`config.mk`:
```
export PLATFORM = sky130hd
export DESIGN_NAME = bcx_exec
export DESIGN_NICKNAME = d
export VERILOG_FILES = /design/src/rtl/bcx_pkg.sv /design/src/rtl/bcx_exec.sv
export VERILOG_INCLUDE_DIRS = /design/src /design/src/rtl
export SDC_FILE = /design/constraint.sdc
export NUM_CORES = 1
export LEC_CHECK = 0
export BUFFER_PORTS_ARGS = -buffer_cell sky130_fd_sc_hd__buf_2
export CAP_MARGIN = 10
export CORE_MARGIN = 3
export CORE_UTILIZATION = 40
export DETAILED_ROUTE_END_ITERATION = 8
export MAX_ROUTING_LAYER = met4
export PLACE_DENSITY = 0.72
export RECOVER_POWER = 50
export SLEW_MARGIN = 20
export SYNTH_ARGS = -nofsm -noshare
export SYNTH_HDL_FRONTEND = slang
export SYNTH_SLANG_ARGS = --single-unit
```
`constraint.sdc`:
```
create_clock -name i_clk -period 5.3 [get_ports i_clk]
set_clock_uncertainty 0.15 [all_clocks]
set_input_delay 0.795 -clock i_clk [delete_from_list [all_inputs] [get_ports i_clk]]
set_output_delay 0.795 -clock i_clk [all_outputs]
set_load 0.1 [all_outputs]
```
`src/rtl/bcx_regs.svh`:
```
// register offsets, field positions, reset values and cycle counts of the exec block
// Notes on behaviour
// - accumulator compare-branch: 5 taken, 4 not
// - byte register compare-branch: 13/12, sets Z V C
// - word register compare-branch: 8 taken, 7 not
// - memory compare-branch: 7+cost taken, 6+cost not
// - decrement, write back, branch when nonzero
// - register decrement-branch: 7 taken, 6 not
// - memory decrement-branch: 8+cost/7+cost, read-modify-write
// - soft interrupts clear I, set S; 20/16/17
// - interrupt return: 15 cycles, six reads, flags
// - frame setup: push old pointer, 6 cycles
// - frame teardown: restore pointer in 5 cycles
// - near return pops one word, 4 cycles
// - far return pops pc and bank, 6
// - empty list: push 8 cycles, pop 7
// - one access and transfer per listed register
// - context switch: 14 cycles, six accesses, flags
// - bank read: 1 state, data/direct page 2
// - bank prefixes: 1 cycle, redirect next access
// - no-flag prefix: 1 cycle, next keeps flags
// - shared bank prefix: 1 cycle, next shared
`ifndef BCX_REGS_SVH
`define BCX_REGS_SVH

// register port offsets
`define BCX_OFS_COND      8'h00
`define BCX_OFS_RBP       8'h04
`define BCX_OFS_ILM       8'h08
`define BCX_OFS_STAT      8'h0c
`define BCX_OFS_PFX       8'h10

// flag positions in the condition code register
`define BCX_F_I           6
`define BCX_F_S           5
`define BCX_F_N           3
`define BCX_F_Z           2
`define BCX_F_V           1
`define BCX_F_C           0

// reset values
`define BCX_RST_COND      7'h00
`define BCX_RST_RBP       8'h00
`define BCX_RST_ILM       3'h0

// cycle counts, not-taken figure where a branch adds one
`define BCX_CYC_CMP_ACC   6'h04
`define BCX_CYC_CMP_BREG  6'h0c
`define BCX_CYC_CMP_WREG  6'h07
`define BCX_CYC_CMP_MEM   6'h06
`define BCX_CYC_DEC_REG   6'h06
`define BCX_CYC_DEC_MEM   6'h07
`define BCX_CYC_INT_VEC   6'h14
`define BCX_CYC_INT_A16   6'h10
`define BCX_CYC_INT_FAR   6'h11
`define BCX_CYC_INT_RET   6'h0f
`define BCX_CYC_LINK      6'h06
`define BCX_CYC_FRAME_TEARDOWN    6'h05
`define BCX_CYC_RET       6'h04
`define BCX_CYC_FAR_RET   6'h06
`define BCX_CYC_PUSH_NONE 6'h08
`define BCX_CYC_POP_NONE  6'h07
`define BCX_CYC_PUSH_BASE 6'h1d
`define BCX_CYC_POP_BASE  6'h07
`define BCX_CYC_CTX       6'h0e
`define BCX_CYC_COND_OP   6'h03
`define BCX_CYC_MOV_IMM   6'h02
`define BCX_CYC_BANK_FAST 6'h01
`define BCX_CYC_BANK_SLOW 6'h02
`define BCX_CYC_ONE       6'h01

// word access counts
`define BCX_ACC_INT_LONG  4'h8
`define BCX_ACC_SIX       4'h6

`endif

```
`src/rtl/bcx_pkg.sv`:
```
// types shared by the branch and control exec block
package bcx_pkg;

  // instruction classes handed in by the decoder
  typedef enum logic [4:0] {
    OP_NOP        = 5'h00,
    OP_CMP_ACC    = 5'h01,
    OP_CMP_REG    = 5'h02,
    OP_CMP_MEM    = 5'h03,
    OP_DEC_REG    = 5'h04,
    OP_DEC_MEM    = 5'h05,
    OP_INT_VEC    = 5'h06,
    OP_INT_A16    = 5'h07,
    OP_INT_FAR    = 5'h08,
    OP_INT_ONE    = 5'h09,
    OP_INT_RETURN = 5'h0a,
    OP_LINK       = 5'h0b,
    OP_FRAME_TEARDOWN     = 5'h0c,
    OP_RET        = 5'h0d,
    OP_FAR_RETURN = 5'h0e,
    OP_PUSH_LIST  = 5'h0f,
    OP_POP_LIST   = 5'h10,
    OP_CTX_SWITCH = 5'h11,
    OP_AND_COND   = 5'h12,
    OP_OR_COND    = 5'h13,
    OP_MOV_RBP    = 5'h14,
    OP_MOV_ILM    = 5'h15,
    OP_RD_BANK    = 5'h16,
    OP_PFX_ADD    = 5'h17,
    OP_PFX_DATA   = 5'h18,
    OP_PFX_PROG   = 5'h19,
    OP_PFX_STACK  = 5'h1a,
    OP_PFX_NOFLAG = 5'h1b,
    OP_PFX_SHARED = 5'h1c
  } bcx_op_t;

  // bank register picked by the bank read
  typedef enum logic [2:0] {
    BANK_PROG     = 3'h0,
    BANK_ADD      = 3'h1,
    BANK_SYS_STK  = 3'h2,
    BANK_USER_STK = 3'h3,
    BANK_STACK    = 3'h4,
    BANK_DATA     = 3'h5,
    BANK_DPAGE    = 3'h6
  } bcx_bank_t;

endpackage

```
`src/rtl/bcx_exec.sv`:
```
// branch group two and control instruction execution sequencer
`timescale 1ns/100ps
`default_nettype none
`include "bcx_regs.svh"

module bcx_exec #(
  parameter int COST_W = 4
) (
  // clock and reset
  input  wire logic                i_clk,
  input  wire logic                i_rst_n,
  // instruction issue
  input  wire logic                i_start,
  input  wire bcx_pkg::bcx_op_t    i_op,
  input  wire logic                i_word,
  input  wire logic [15:0]         i_opnd,
  input  wire logic [15:0]         i_imm,
  input  wire logic [COST_W-1:0]   i_ea_cost,
  input  wire logic [7:0]          i_rlst,
  input  wire bcx_pkg::bcx_bank_t  i_bank,
  input  wire logic [7:0]          i_bank_val,
  // memory bus
  input  wire logic [15:0]         i_mem_rdata,
  output logic                     o_mem_req,
  output logic                     o_mem_we,
  output logic [15:0]              o_mem_wdata,
  output logic                     o_reg_xfer,
  // completion and results
  output logic                     o_busy,
  output logic                     o_done,
  output logic                     o_taken,
  output logic [15:0]              o_result,
  output logic                     o_wb,
  output logic                     o_acc_load,
  output logic [15:0]              o_pc,
  output logic                     o_pc_load,
  output logic [7:0]               o_prog_bank,
  output logic [15:0]              o_fp,
  output logic                     o_fp_load,
  // core state
  output logic [6:0]               o_cond_code,
  output logic [7:0]               o_reg_bank_ptr,
  output logic [2:0]               o_int_level_mask,
  output logic                     o_space_ovr,
  output logic [1:0]               o_space,
  output logic                     o_flag_hold,
  output logic                     o_shared_bank,
  // register port
  input  wire logic [7:0]          i_reg_addr,
  input  wire logic [15:0]         i_reg_wdata,
  input  wire logic                i_reg_wr,
  input  wire logic                i_reg_rd,
  output logic [15:0]              o_reg_rdata
);
  import bcx_pkg::*;

  // counts are held in six bits, so the cost field must stay narrow
  if (COST_W < 1 || COST_W > 5) begin : g_chk
    $error("COST_W must lie between 1 and 5");
  end

  bcx_op_t     op_q;
  logic        word_q;
  logic        mem_q;
  logic [15:0] imm_q;
  logic [5:0]  cnt_q;
  logic [5:0]  tot_q;
  logic [5:0]  last_q;
  logic [3:0]  acc_q;
  logic [2:0]  rd_idx_q;
  logic [15:0] rd0_q;
  logic [15:0] rd1_q;
  logic        taken_q;
  logic [15:0] res_q;
  logic [3:0]  nzvc_q;
  logic        list_q;
  logic        start;
  logic        fin;
  logic        rd_fire;
  logic        first_mem_rd;
  bcx_op_t     cur_op;
  logic        cur_word;
  logic        cur_dec;
  logic [15:0] src;
  logic [15:0] sub_b;
  logic [16:0] d16;
  logic [8:0]  d8;
  logic [3:0]  nzvc_c;
  logic [15:0] res_c;
  logic        taken_c;
  logic [3:0]  n_cnt;
  logic [2:0]  lo;
  logic [2:0]  hi;
  logic [5:0]  cyc_c;
  logic [3:0]  acc_c;
  logic        we_c;
  logic [5:0]  cost;
  logic        is_pfx;
  logic        is_br;

  assign start        = i_start & ~o_busy;
  assign fin          = o_busy & (cnt_q == 6'h01);
  assign rd_fire      = o_busy & o_mem_req & ~o_mem_we;
  assign first_mem_rd = rd_fire & (rd_idx_q == 3'h0) & mem_q;
  assign cost         = 6'(i_ea_cost);
  assign is_pfx       = (op_q >= OP_PFX_ADD) && (op_q <= OP_PFX_SHARED);
  assign is_br        = (op_q >= OP_CMP_ACC) && (op_q <= OP_DEC_MEM);

  // operand source: pin value at issue, read data for memory forms
  always_comb begin
    cur_op   = o_busy ? op_q : i_op;
    cur_word = o_busy ? word_q : i_word;
    src      = o_busy ? i_mem_rdata : i_opnd;
    cur_dec  = (cur_op == OP_DEC_REG) || (cur_op == OP_DEC_MEM);
    sub_b    = cur_dec ? 16'h0001 : (o_busy ? imm_q : i_imm);
    d16      = {1'b0, src} - {1'b0, sub_b};
    d8       = {1'b0, src[7:0]} - {1'b0, sub_b[7:0]};
    if (cur_word) begin
      res_c  = d16[15:0];
      nzvc_c = {d16[15], d16[15:0] == 16'h0000,
                (src[15] ^ sub_b[15]) & (src[15] ^ d16[15]), d16[16]};
    end else begin
      res_c  = {8'h00, d8[7:0]};
      nzvc_c = {d8[7], d8[7:0] == 8'h00,
                (src[7] ^ sub_b[7]) & (src[7] ^ d8[7]), d8[8]};
    end
    taken_c  = ~nzvc_c[2]; // unequal and nonzero both mean nonzero difference
  end

  // register list size and first and last index
  always_comb begin
    n_cnt = 4'h0;
    lo    = 3'h0;
    hi    = 3'h0;
    for (int k = 7; k >= 0; k--) begin
      if (i_rlst[k]) begin
        n_cnt = n_cnt + 4'h1;
        lo    = 3'(k);
      end
    end
    for (int k = 0; k < 8; k++) begin
      if (i_rlst[k]) begin
        hi = 3'(k);
      end
    end
  end

  // cycles, word accesses and direction per instruction
  always_comb begin
    cyc_c = `BCX_CYC_ONE;
    acc_c = 4'h0;
    we_c  = 1'b0;
    case (i_op)
      OP_CMP_ACC: cyc_c = `BCX_CYC_CMP_ACC + {5'h00, taken_c};
      OP_CMP_REG: begin
        cyc_c = (i_word ? `BCX_CYC_CMP_WREG : `BCX_CYC_CMP_BREG)
              + {5'h00, taken_c};
      end
      OP_CMP_MEM: begin
        cyc_c = `BCX_CYC_CMP_MEM + cost;
        acc_c = 4'h1;
      end
      OP_DEC_REG: cyc_c = `BCX_CYC_DEC_REG + {5'h00, taken_c};
      OP_DEC_MEM: begin
        cyc_c = `BCX_CYC_DEC_MEM + cost;
        acc_c = 4'h2;
      end
      OP_INT_VEC, OP_INT_ONE: begin
        cyc_c = `BCX_CYC_INT_VEC;
        acc_c = `BCX_ACC_INT_LONG;
        we_c  = 1'b1;
      end
      OP_INT_A16, OP_INT_FAR: begin
        cyc_c = (i_op == OP_INT_A16) ? `BCX_CYC_INT_A16 : `BCX_CYC_INT_FAR;
        acc_c = `BCX_ACC_SIX;
        we_c  = 1'b1;
      end
      OP_INT_RETURN: begin
        cyc_c = `BCX_CYC_INT_RET;
        acc_c = `BCX_ACC_SIX;
      end
      OP_LINK: begin
        cyc_c = `BCX_CYC_LINK;
        acc_c = 4'h1;
        we_c  = 1'b1;
      end
      OP_FRAME_TEARDOWN: begin
        cyc_c = `BCX_CYC_FRAME_TEARDOWN;
        acc_c = 4'h1;
      end
      OP_RET: begin
        cyc_c = `BCX_CYC_RET;
        acc_c = 4'h1;
      end
      OP_FAR_RETURN: begin
        cyc_c = `BCX_CYC_FAR_RET;
        acc_c = 4'h2;
      end
      OP_PUSH_LIST: begin
        cyc_c = (n_cnt == 4'h0) ? `BCX_CYC_PUSH_NONE
              : `BCX_CYC_PUSH_BASE + {2'h0, n_cnt} - {3'h0, lo} * 6'h03;
        acc_c = n_cnt;
        we_c  = 1'b1;
      end
      OP_POP_LIST: begin
        cyc_c = (n_cnt == 4'h0) ? `BCX_CYC_POP_NONE
              : `BCX_CYC_POP_BASE + {2'h0, n_cnt} * 6'h03 + {2'h0, hi, 1'b0};
        acc_c = n_cnt;
      end
      OP_CTX_SWITCH: begin
        cyc_c = `BCX_CYC_CTX;
        acc_c = `BCX_ACC_SIX;
      end
      OP_AND_COND, OP_OR_COND: cyc_c = `BCX_CYC_COND_OP;
      OP_MOV_RBP, OP_MOV_ILM:  cyc_c = `BCX_CYC_MOV_IMM;
      OP_RD_BANK: begin
        cyc_c = (i_bank >= BANK_DATA) ? `BCX_CYC_BANK_SLOW
              : `BCX_CYC_BANK_FAST;
      end
      default: cyc_c = `BCX_CYC_ONE;
    endcase
  end

  // issue, cycle count and completion; a memory branch adds its cycle late
  always_ff @(posedge i_clk or negedge i_rst_n) begin
    if (!i_rst_n) begin
      o_busy <= 1'b0;
      o_done <= 1'b0;
      cnt_q  <= 6'h00;
      tot_q  <= 6'h00;
      last_q <= 6'h00;
      op_q   <= OP_NOP;
      word_q <= 1'b0;
      mem_q  <= 1'b0;
      imm_q  <= 16'h0000;
      list_q <= 1'b0;
    end else begin
      o_done <= fin;
      if (start) begin
        o_busy <= 1'b1;
        cnt_q  <= cyc_c;
        tot_q  <= 6'h01;
        op_q   <= i_op;
        word_q <= i_word;
        mem_q  <= (i_op == OP_CMP_MEM) || (i_op == OP_DEC_MEM);
        imm_q  <= i_imm;
        list_q <= (i_op == OP_PUSH_LIST) || (i_op == OP_POP_LIST);
      end else if (o_busy) begin
        cnt_q <= cnt_q - 6'h01 + {5'h00, first_mem_rd & taken_c};
        tot_q <= tot_q + 6'h01;
        if (fin) begin
          o_busy <= 1'b0;
          last_q <= tot_q;
        end
      end
    end
  end

  // word access sequencer, one access per busy cycle from the first
  always_ff @(posedge i_clk or negedge i_rst_n) begin
    if (!i_rst_n) begin
      acc_q       <= 4'h0;
      o_mem_req   <= 1'b0;
      o_mem_we    <= 1'b0;
      o_mem_wdata <= 16'h0000;
      o_reg_xfer  <= 1'b0;
      rd_idx_q    <= 3'h0;
      rd0_q       <= 16'h0000;
      rd1_q       <= 16'h0000;
    end else if (start) begin
      acc_q       <= acc_c;
      o_mem_req   <= acc_c != 4'h0;
      o_mem_we    <= we_c;
      o_mem_wdata <= (i_op == OP_LINK || i_op == OP_PUSH_LIST) ? i_opnd
                   : {9'h000, o_cond_code};
      o_reg_xfer  <= (acc_c != 4'h0) &&
                     ((i_op == OP_PUSH_LIST) || (i_op == OP_POP_LIST));
      rd_idx_q    <= 3'h0;
    end else if (o_busy && o_mem_req) begin
      acc_q      <= acc_q - 4'h1;
      o_mem_req  <= acc_q > 4'h1;
      o_reg_xfer <= list_q && (acc_q > 4'h1);
      if (rd_fire) begin
        rd_idx_q <= rd_idx_q + 3'h1;
        if (rd_idx_q == 3'h0) begin
          rd0_q <= i_mem_rdata;
        end
        if (rd_idx_q == 3'h1) begin
          rd1_q <= i_mem_rdata;
        end
        // read-modify-write: the decremented value goes back out
        if (first_mem_rd && op_q == OP_DEC_MEM) begin
          o_mem_we    <= 1'b1;
          o_mem_wdata <= res_c;
        end
      end
    end
  end

  // branch outcome and arithmetic, caught at issue or at the operand read
  always_ff @(posedge i_clk or negedge i_rst_n) begin
    if (!i_rst_n) begin
      taken_q <= 1'b0;
      res_q   <= 16'h0000;
      nzvc_q  <= 4'h0;
    end else if (start) begin
      taken_q <= taken_c;
      res_q   <= (i_op == OP_RD_BANK) ? {8'h00, i_bank_val} : res_c;
      nzvc_q  <= nzvc_c;
    end else if (first_mem_rd) begin
      taken_q <= taken_c;
      res_q   <= res_c;
      nzvc_q  <= nzvc_c;
    end
  end

  // results handed back to the core at completion
  always_ff @(posedge i_clk or negedge i_rst_n) begin
    if (!i_rst_n) begin
      o_taken     <= 1'b0;
      o_result    <= 16'h0000;
      o_wb        <= 1'b0;
      o_acc_load  <= 1'b0;
      o_pc        <= 16'h0000;
      o_pc_load   <= 1'b0;
      o_prog_bank <= 8'h00;
      o_fp        <= 16'h0000;
      o_fp_load   <= 1'b0;
    end else begin
      o_taken    <= fin & is_br & taken_q;
      o_wb       <= fin & (op_q == OP_DEC_REG);
      o_acc_load <= fin & (op_q == OP_RD_BANK);
      o_pc_load  <= fin & ((op_q == OP_RET) || (op_q == OP_FAR_RETURN) ||
                           (op_q == OP_INT_RETURN) || (op_q == OP_CTX_SWITCH));
      o_fp_load  <= fin & ((op_q == OP_LINK) || (op_q == OP_FRAME_TEARDOWN));
      if (fin) begin
        o_result <= res_q;
        o_pc     <= (op_q == OP_RET || op_q == OP_FAR_RETURN) ? rd0_q : rd1_q;
        o_fp     <= (op_q == OP_LINK) ? imm_q : rd0_q;
        if (op_q == OP_FAR_RETURN) begin
          o_prog_bank <= rd1_q[7:0];
        end
      end
    end
  end

  // condition codes; hardware completion wins over a software write except under the no-flag prefix
  always_ff @(posedge i_clk or negedge i_rst_n) begin
    if (!i_rst_n) begin
      o_cond_code <= `BCX_RST_COND;
    end else if (fin && !o_flag_hold) begin
      unique case (op_q)
        OP_CMP_ACC, OP_CMP_REG, OP_CMP_MEM: begin
          o_cond_code[`BCX_F_Z] <= nzvc_q[2];
          o_cond_code[`BCX_F_V] <= nzvc_q[1];
          o_cond_code[`BCX_F_C] <= nzvc_q[0];
        end
        OP_DEC_REG, OP_DEC_MEM: begin
          o_cond_code[`BCX_F_N] <= nzvc_q[3];
          o_cond_code[`BCX_F_Z] <= nzvc_q[2];
          o_cond_code[`BCX_F_V] <= nzvc_q[1];
        end
        OP_INT_VEC, OP_INT_A16, OP_INT_FAR, OP_INT_ONE: begin
          o_cond_code[`BCX_F_I] <= 1'b0;
          o_cond_code[`BCX_F_S] <= 1'b1;
        end
        OP_INT_RETURN, OP_CTX_SWITCH: o_cond_code <= rd0_q[6:0];
        OP_AND_COND: o_cond_code <= o_cond_code & imm_q[6:0];
        OP_OR_COND:  o_cond_code <= o_cond_code | imm_q[6:0];
        default:     o_cond_code <= o_cond_code;
      endcase
    end else if (i_reg_wr && i_reg_addr == `BCX_OFS_COND) begin
      o_cond_code <= i_reg_wdata[6:0];
    end
  end

  // bank pointer and level mask, loaded by immediates or software
  always_ff @(posedge i_clk or negedge i_rst_n) begin
    if (!i_rst_n) begin
      o_reg_bank_ptr   <= `BCX_RST_RBP;
      o_int_level_mask <= `BCX_RST_ILM;
    end else begin
      if (fin && op_q == OP_MOV_RBP) begin
        o_reg_bank_ptr <= imm_q[7:0];
      end else if (i_reg_wr && i_reg_addr == `BCX_OFS_RBP) begin
        o_reg_bank_ptr <= i_reg_wdata[7:0];
      end
      if (fin && op_q == OP_MOV_ILM) begin
        o_int_level_mask <= imm_q[2:0];
      end else if (i_reg_wr && i_reg_addr == `BCX_OFS_ILM) begin
        o_int_level_mask <= i_reg_wdata[2:0];
      end
    end
  end

  // prefixes stack up and last until the next real instruction completes
  always_ff @(posedge i_clk or negedge i_rst_n) begin
    if (!i_rst_n) begin
      o_space_ovr   <= 1'b0;
      o_space       <= 2'h0;
      o_flag_hold   <= 1'b0;
      o_shared_bank <= 1'b0;
    end else if (fin && is_pfx) begin
      if (op_q <= OP_PFX_STACK) begin
        o_space_ovr <= 1'b1;
        o_space     <= 2'(op_q - OP_PFX_ADD);
      end
      if (op_q == OP_PFX_NOFLAG) begin
        o_flag_hold <= 1'b1;
      end
      if (op_q == OP_PFX_SHARED) begin
        o_shared_bank <= 1'b1;
      end
    end else if (fin) begin
      o_space_ovr   <= 1'b0;
      o_space       <= 2'h0;
      o_flag_hold   <= 1'b0;
      o_shared_bank <= 1'b0;
    end
  end

  // register read port, data in the cycle after the strobe only
  always_ff @(posedge i_clk or negedge i_rst_n) begin
    if (!i_rst_n) begin
      o_reg_rdata <= 16'h0000;
    end else if (i_reg_rd) begin
      case (i_reg_addr)
        `BCX_OFS_COND: o_reg_rdata <= {9'h000, o_cond_code};
        `BCX_OFS_RBP:  o_reg_rdata <= {8'h00, o_reg_bank_ptr};
        `BCX_OFS_ILM:  o_reg_rdata <= {13'h0000, o_int_level_mask};
        `BCX_OFS_STAT: o_reg_rdata <= {o_busy, taken_q, 8'h00, last_q};
        `BCX_OFS_PFX:  o_reg_rdata <= {11'h000, o_shared_bank, o_flag_hold,
                                       o_space_ovr, o_space};
        default:       o_reg_rdata <= 16'h0000;
      endcase
    end else begin
      o_reg_rdata <= 16'h0000;
    end
  end

endmodule
`default_nettype wire

```
==> results.json, run 1 <==
{
  "first_pass_iters": 6,
  "cts_tree": "yes",
  "path_clk_slew_ns": 0.06,
  "synth_top_area_share_pct": 41.5,
  "drc": 0,
  "fill_cells": 2995,
  "dpl_cell_area_um2": 15500,
  "ys_seq_area_share_pct": 41.5,
  "gp_congestion": 0.921,
  "critical_path.endpoint_type": "flop",
  "postRouteAntennaNets": 0,
  "wirelength_um": 41200,
  "final_common_cell": "nand2_1",
  "port_buffers": 212,
  "start_kind": "primary input",
  "required_ns": 5.56,
  "areaGrowthSynthToFinish_pct": 26.5,
  "ys.flop_type": "dfrtp_1",
  "grt_pass1_vias": 11662,
  "synth_area_leaders": "dfrtp_1 (41%), nand2_1 (8.2%), mux2_2 (6.5%)",
  "min_period_over_period_pct": 99.1,
  "start_util_pct": 41.1,
  "fin_area_um2": 16600,
  "cp_num_buf_inv": 5,
  "first_iter_violations": 1124,
  "worst_pin_slew_ns": 2.91,
  "grt_pass1_wl_um": 65500,
  "critPathMaxStageDelay_ns": 0.53,
  "dieWidth_um": 187,
  "final_layout_size_suffix_gt1_share_pct": 29.1,
  "fp.dieH_um": 187,
  "synth_area_per_cell_um2": 9.04,
  "clk_latency_ns": 0.54,
  "slew-limit-headroom_pct": -94.2,
  "synth_area_um2": 13100,
  "status": "finished, violations left",
  "track_usage_pct": 23.7,
  "cts_buffers": 25,
  "layout_common_cells": "nand2_1 (284), dfrtp_1 (216), buf_2 (191), buf_4 (128), nor2_1 (99)",
  "maxCapViolations": 3,
  "synth_top_cell_by_area": "dfrtp_1",
  "grt_max_degree": 117,
  "ys_seq_elements": 217,
  "report.final.slew_viol_count": 200,
  "min_path_type": "primary input to flop",
  "core_um2": 31900,
  "h-tree-depth": 1,
  "io_pins": 227,
  "clockBufferDepth": 3,
  "vias": 12129,
  "std_cell_rows": 65,
  "slowest_stage": "fa_1",
  "die_area_um2": 34900,
  "viasPerCell": 5.47,
  "async_flop_share_pct": 100,
  "cp_top_family": "adder cells",
  "synth_edf_count": 0,
  "path_class": "primary input to flop",
  "synth.distinct_cells": 80,
  "fmax_ghz": 0.190,
  "hold_viol_final": 0,
  "cp_max_fo": 3,
  "period_needed_ns": 5.25,
  "syn_inst": 1448,
  "num-nets-final": 1928,
  "clockRootBuffer": "clkbuf_16",
  "worst_ep_arrival_time_ns": 5.51,
  "wire_per_inst_um": 18.6,
  "hpwl_um": 31400,
  "yosys_warnings": 0,
  "antenna_found_initial": 5,
  "violations": "max-capacitance violations, max-slew violations",
  "cts_hold_buf": 0,
  "setup_viol": 0,
  "rsz0062_at_grt": "true",
  "grt.overflow.total": 0,
  "cts_num_sinks": 217
}
timing repair:
item,CTS,global route
resized for setup,10,31
buffers inserted,5,4
endpoints found under the setup margin,2,6
cloned,0,0
pin swaps,15,15
metal layers:
layer  share of wire, %  GRT usage [%]  routed length (µm)  vias up
li1                   -              -                   -     5733
met1                 44           32.5               18200     5862
met2                 46           37.1               19200      472
met3                7.2           3.50                2980       62
met4                2.3           6.02                 948        0
met5                  0              -                   0        -
per-stage QoR:
stage / std cells / utilization (%) / worst slack, ns / TNS, ns / hold slack, ns
after floorplan: 1453 / - / -0.272 / -0.656 / 0.289
final: 2216 / 51.9 / 0.0454 / 0 / 0.304
after detailed placement: 2156 / 48.7 / -0.612 / -2.84 / 0.312
after global routing: 2215 / 51.9 / -0.204 / -0.560 / 0.308
after global placement: 2156 / 48.7 / -0.545 / -2.51 / 0.304
after CTS: 2206 / 51.6 / -0.0278 / -0.0405 / 0.224
cells in the mapped netlist (all sizes together), types with 16 or more instances:
master and n:
a21oi 79, a31oi 16, buf 26, clkbuf 45
dfrtp 217, ha 59, inv 49, mux2 76
mux2i 52, nand2 287, nand2b 17, nand3 27
nor2 104, nor2b 16, nor3 23, o21ai 105
xnor2 31
flip-flops by register name, summed over array words and instances (netlist names), 5 cells and up:
register	cells
rd1_q	16
o_cond_code	7
rd0_q	16
o_fp	16
o_prog_bank	8
o_reg_rdata	10
o_mem_wdata	16
o_pc	16
o_result	16
cnt_q	6
tot_q	6
last_q	6
imm_q	16
o_reg_bank_ptr	8
op_q	5
res_q	16
path summary, 6_finish.rpt:
kind | from | end | slack [ns] | depth (start not counted)
worst max-delay path | i_rlst[6] | cnt_q[4] | 0.05 | 27
worst min-delay path | i_imm[6] | imm_q[6] | 0.30 | 3
worst max register to register | o_busy | cnt_q[0] | 0.17 | 22
worst min register to register | res_q[13] | o_result[13] | 0.32 | 2
max in group asynchronous | i_rst_n | rd1_q[4] | 1.27 | 2
min in group asynchronous | i_rst_n | o_result[6] | 0.99 | 1
cell type report:
| cell class | count | area, µm² | share of cell area, % |
|---|---|---|---|
| antenna | 6 | 15.0 | 0.0907 |
| tap | 435 | 544 | 3.29 |
| timing repair buffer | 348 | 2070 | 12.5 |
| clock buffer | 34 | 729 | 4.40 |
| sequential | 217 | 5430 | 32.8 |
| clock inverter | 11 | 109 | 0.657 |
| multi-input combinational | 1115 | 7460 | 45.1 |
| inverter | 50 | 191 | 1.16 |
tightest hold or removal path, stage by stage:
cell and delay (ns):
buf_2 0.09, nand2_1 0.04, nand2_1 0.04
kinds of logic (layout without fill, tap and decap cells):
kind of cell	count (synthesis)	count (layout)	synth area share (%)
simple gates	527	527	17.5
compound gates	341	341	16.6
flops	217	217	41.5
mux	128	128	10.5
buf+inv	121	443	3.75
fa+ha+maj	65	65	6.56
xor+xnor	48	48	3.55
other cells	1	12	0.0286
Power of run 1 is not shown: default switching activity piles up to over one toggle a cycle in this logic, so the estimate is an artifact.
==> inputs of run 2 (changes only) <==
CORE_ASPECT_RATIO = 1.1   (was unset)
==> results.json, run 2 (same netlist as run 1, synthesis figures left out) <==
{
  "status": "finished, violations left",
  "violations": "max-capacitance violations, max-slew violations, negative setup slack",
  "antenna_found_initial": 8,
  "rr_startpoint": "o_busy",
  "wire_per_inst_um": 18.9,
  "holdPathEnd": "imm_q[5]",
  "cts_hold_buf": 0,
  "clockRootBuffer": "clkbuf_16",
  "areaGrowthSynthToFinish_pct": 26.7,
  "gp_congestion": 0.980,
  "required_ns": 5.53,
  "timing.final.ws_setup_ns": -0.169,
  "cts_buffers": 24,
  "postRouteAntennaNets": 0,
  "final_layout_size_suffix_gt1_share_pct": 27.8,
  "r2r-end": "cnt_q[1]",
  "layout_common_cells": "nand2_1 (284), dfrtp_1 (216), buf_2 (170), buf_4 (132), nor2_1 (101)",
  "grt_max_degree": 100,
  "maxCapViolations": 3,
  "setup_viol": 2,
  "critical_path.endpoint_type": "flop",
  "grt_pass1_wl_um": 65600,
  "fmax_ghz": 0.183,
  "critPathMaxStageDelay_ns": 0.49,
  "grt_pass1_vias": 11811,
  "core_um2": 31800,
  "worst_pin_slew_ns": 2.50,
  "dieWidth_um": 179,
  "place_inst": 2145,
  "cts_tree": "yes",
  "track_usage_pct": 24.1,
  "rsz0062_at_grt": "true",
  "hold_viol_final": 0,
  "period_needed_ns": 5.47,
  "clockBufferDepth": 3,
  "cp_common_cell": "xnor2_2",
  "report.final.slew_viol_count": 222,
  "place_ws_ns": -0.681,
  "fin_area_um2": 16600,
  "cts_num_sinks": 217,
  "num-nets-final": 1929,
  "hpwl_um": 31900,
  "final_cells": 2204,
  "dpl_cell_area_um2": 15500,
  "min_path_type": "primary input to flop",
  "clk_latency_ns": 0.54,
  "slowest_stage": "fa_1",
  "r2r_slack_ns": 0.30,
  "hold_start": "i_imm[5]",
  "grt.overflow.total": 0,
  "cp_max_fo": 3,
  "drc": 0,
  "first_iter_violations": 993,
  "r2r_cells": 21,
  "hold_depth": 3,
  "fill_cells": 2975,
  "wirelength_um": 41700,
  "path_clk_slew_ns": 0.06,
  "slew-limit-headroom_pct": -66.4,
  "die_area_um2": 34900,
  "path_class": "primary input to flop",
  "vias": 12083,
  "worst_ep_arrival_time_ns": 5.70,
  "port_buffers": 212,
  "final_common_cell": "nand2_1",
  "start_kind": "primary input",
  "io_pins": 227,
  "first_pass_iters": 6,
  "min_period_over_period_pct": 103,
  "fp.dieH_um": 196,
  "post-route-util_pct": 52.1,
  "std_cell_rows": 68,
  "start_util_pct": 41.1,
  "h-tree-depth": 1,
  "viasPerCell": 5.48
}
-- run 2: cell count changes in the layout (fill, tap and decap cells not counted), sizes merged --
cell      change
buf          -17
clkinvlp      -1
inv           -1
clkbuf       +16
clkinv        +1
bufinv        +3
diode         +2
-- run 2: what timing repair did --
item,in CTS,in global routing
endpoints found under the hold margin,0,0
gates cloned,0,0
resized for setup,10,29
pin swaps,9,20
setup buffers,5,2
setup endpoints to repair,2,6
-- run 2: per-layer routing --
| metal | track usage (%) | share of wire (%) | vias up |
|---|---|---|---|
| met2 | 38.0 | 47 | 428 |
| met5 | - | 0 | - |
| met3 | 3.85 | 6.9 | 86 |
| li1 | - | - | 5726 |
| met1 | 31.7 | 43 | 5843 |
| met4 | 8.00 | 3.5 | 0 |
-- run 2: layout make-up --
class,count,area (µm²),area share [%]
multi-input combinational,1115,7470,45.0
sequential,217,5430,32.8
timing repair buffer,350,2070,12.5
clock buffer,31,687,4.14
tap,420,526,3.17
clock inverter,13,191,1.15
inverter,50,191,1.15
antenna,8,20.0,0.121
-- run 2: critical path, delay by kind of cell --
family	cells	cell delay, ns
AO/OA/AOI/OAI	7	0.97
buffers and inverters	5	0.41
XOR/XNOR	6	1.03
adder cells (fa/ha/maj)	8	2.33
AND/OR/NAND/NOR	2	0.15
-- run 2: stage by stage --
stage	hold slack, ns	setup TNS, ns
global placement	0.295	-2.52
global route	0.306	-0.813
CTS	0.149	-0.0762
floorplan	0.289	-0.656
detailed placement	0.311	-2.80
finish	0.316	-0.206
-- run 2: worst max path at each step --
stage,start,to,slack [ns],depth (start not counted)
finish,i_rlst[6],cnt_q[4],-0.17,28
detailed placement,i_rlst[6],cnt_q[4],-0.68,28
global route,i_rlst[6],cnt_q[4],-0.40,28
CTS,i_rlst[6],cnt_q[5],-0.04,29
floorplan,i_rlst[6],cnt_q[4],-0.27,26
global placement,i_rlst[6],cnt_q[4],-0.60,28
Power of run 2 is left out for the same reason.
==> inputs of run 3 (changes only) <==
ABC_AREA = 1   (was unset)
PLACE_DENSITY = unset   (was 0.72)
==> results.json, run 3 <==
{
  "status": "finished, violations left",
  "violations": "max-capacitance violations, max-slew violations, negative setup slack",
  "setup_viol": 1,
  "place_inst": 2414,
  "wire_per_inst_um": 17.4,
  "wirelength_um": 42800,
  "clockBufferDepth": 3,
  "slew-limit-headroom_pct": -96.8,
  "yosys_warnings": 0,
  "min_path_type": "flop to flop",
  "r2r_slack_ns": 0.40,
  "synth_top_cell_by_area": "dfrtp_1",
  "period_needed_ns": 5.37,
  "synth_edf_count": 0,
  "ys.flop_type": "dfrtp_1",
  "clk_latency_ns": 0.50,
  "dpl_cell_area_um2": 15100,
  "num-nets-final": 2193,
  "layout_common_cells": "nand2_1 (396), o21ai_0 (238), dfrtp_1 (217), inv_1 (212), nor2_1 (178)",
  "gp_congestion": 0.991,
  "first_iter_violations": 867,
  "first_pass_iters": 5,
  "die_area_um2": 35300,
  "fmax_ghz": 0.186,
  "dieWidth_um": 180,
  "critical_path.endpoint_type": "flop",
  "vdd_drop_max_uv": 487,
  "grt.overflow.total": 0,
  "slowest_stage": "fa_1",
  "drc": 0,
  "maxCapViolations": 1,
  "final_cells": 2461,
  "rr_startpoint": "o_busy",
  "endpoint": "cnt_q[4]",
  "synth_area_leaders": "dfrtp_1 (41%), nand2_1 (12%), o21ai_0 (9.1%)",
  "port_buffers": 212,
  "syn_inst": 1776,
  "grt_max_degree": 119,
  "power_per_cell_area_nw_per_um2": 672,
  "core_um2": 32500,
  "critPathMaxStageDelay_ns": 0.49,
  "final_layout_size_suffix_gt1_share_pct": 18.3,
  "async_flop_share_pct": 100,
  "h-tree-depth": 1,
  "ys_seq_area_share_pct": 41.0,
  "cp_common_cell": "nand2_4",
  "cts_buffers": 22,
  "rsz0062_at_grt": "true",
  "start_util_pct": 40.8,
  "synth_common_cells": "nand2_1 (409), o21ai_0 (242), dfrtp_1 (217)",
  "hold_viol_final": 0,
  "p_leak_nw": 7.99,
  "cts_tree": "yes",
  "areaGrowthSynthToFinish_pct": 20.2,
  "path_class": "primary input to flop",
  "vias": 12959,
  "r2r-end": "cnt_q[0]",
  "std_cell_rows": 69,
  "grt_pass1_vias": 12671,
  "track_usage_pct": 24.1,
  "r2r_cells": 27,
  "cts_hold_buf": 0,
  "cp-startpoint": "i_rlst[6]",
  "required_ns": 5.56,
  "diodes": 0,
  "worst_pin_slew_ns": 2.95,
  "finalSetupTns_ns": -0.0659,
  "grt_pass1_wl_um": 67200,
  "cts_num_sinks": 217,
  "synth_area_per_cell_um2": 7.46,
  "path_clk_slew_ns": 0.06,
  "synth_top_area_share_pct": 41.0,
  "final_common_cell": "nand2_1",
  "fp.dieH_um": 197,
  "fin_area_um2": 15900,
  "cp_max_fo": 4,
  "yosysMostFrequentCell": "nand2_1",
  "report.final.slew_viol_count": 119,
  "viasPerCell": 5.27,
  "postRouteAntennaNets": 0,
  "timing.final.ws_setup_ns": -0.0659,
  "clockRootBuffer": "clkbuf_16",
  "start_kind": "primary input",
  "synth_area_um2": 13200,
  "antenna_found_initial": 0,
  "worst_ep_arrival_time_ns": 5.63,
  "ys_seq_elements": 217,
  "hpwl_um": 33100,
  "synth.distinct_cells": 58,
  "min_period_over_period_pct": 101,
  "io_pins": 227
}
run 3: cell types whose count changed in the layout (fill, tap and decap cells not counted), moves of 19 or more:
cell	change
nand3_1	+42
mux2_2	-74
inv_1	+170
mux2i_1	-52
nand2_2	+19
buf_4	-70
o21ai_0	+143
nand2_1	+112
nor2_1	+77
run 3: per-layer routing:
metal,track usage (%),up-vias,part of all wire [%]
li1,-,6340,-
met1,29.0,6126,41
met2,42.5,401,50
met3,2.62,92,5.1
met4,8.17,0,3.7
met5,-,-,0
run 3: critical path, delay by kind of cell:
| kind | cells | cell delay [ns] |
|---|---|---|
| buffers and inverters | 4 | 0.26 |
| xor gates and xnor gates | 2 | 0.28 |
| and+or+nand+nor | 12 | 1.22 |
| AOI/OAI and AO/OA | 4 | 0.67 |
| adders and majority gates | 8 | 2.39 |
run 3: metrics by stage:
stage	power (mW)	hold slack (ns)	utilization (%)	worst slack, ns
floorplan	7.63	0.287	-	-0.129
global placement	9.11	0.307	46.6	-0.494
detailed placement	9.19	0.310	46.6	-0.586
CTS	10.7	0.272	48.7	0.00472
global route	11.5	0.355	49.1	-0.252
finish	10.7	0.328	49.1	-0.0659
run 3: how the worst min path moves through the flow:
stage          slack (ns)              to      start  depth (start not counted)
6_report             0.33     o_result[2]   res_q[2]                          2
4_1_cts              0.27  o_prog_bank[4]    i_rst_n                          1
2_1_floorplan        0.29     o_result[2]   res_q[2]                          2
3_5_place_dp         0.31     o_result[2]   res_q[2]                          2
5_1_grt              0.35       rd1_q[15]  rd1_q[15]                          2
3_3_place_gp         0.31          word_q     word_q                          2
run 3: area by class of cell:
type / instances / area [µm²]
clock buffer: 34 / 637
clock inverter: 3 / 25.0
fill: 3370 / 16500
inverter: 233 / 878
multi-input combinational: 1271 / 6920
sequential: 217 / 5430
tap: 426 / 533
timing repair buffer: 277 / 1500
run 3: kinds of logic after synthesis:
group,synth area share (%)
buffers and inverters,8.57
XOR/XNOR,1.12
AND/OR/NAND/NOR,25.0
other,0.0283
adder cells (fa/ha/maj),6.48
multiplexers,0.170
AO/OA/AOI/OAI,17.6
flip-flops,41.0
run 3: power breakdown:
part / internal, mW / switching (mW) / total (mW)
logic: 1.59 / 4.75 / 6.34
clock network: 0.826 / 0.642 / 1.47
registers: 2.31 / 0.591 / 2.90
total: 4.73 / 5.98 / 10.7
run 3: repair_timing:
item / CTS / global route
hold endpoints to repair: 0 / 0
endpoints found under the setup margin: 2 / 4
resized for setup: 1 / 37
buffers inserted: 2 / 8
pin swaps: 6 / 34
Note: power is estimated with default switching activity, not from simulation.
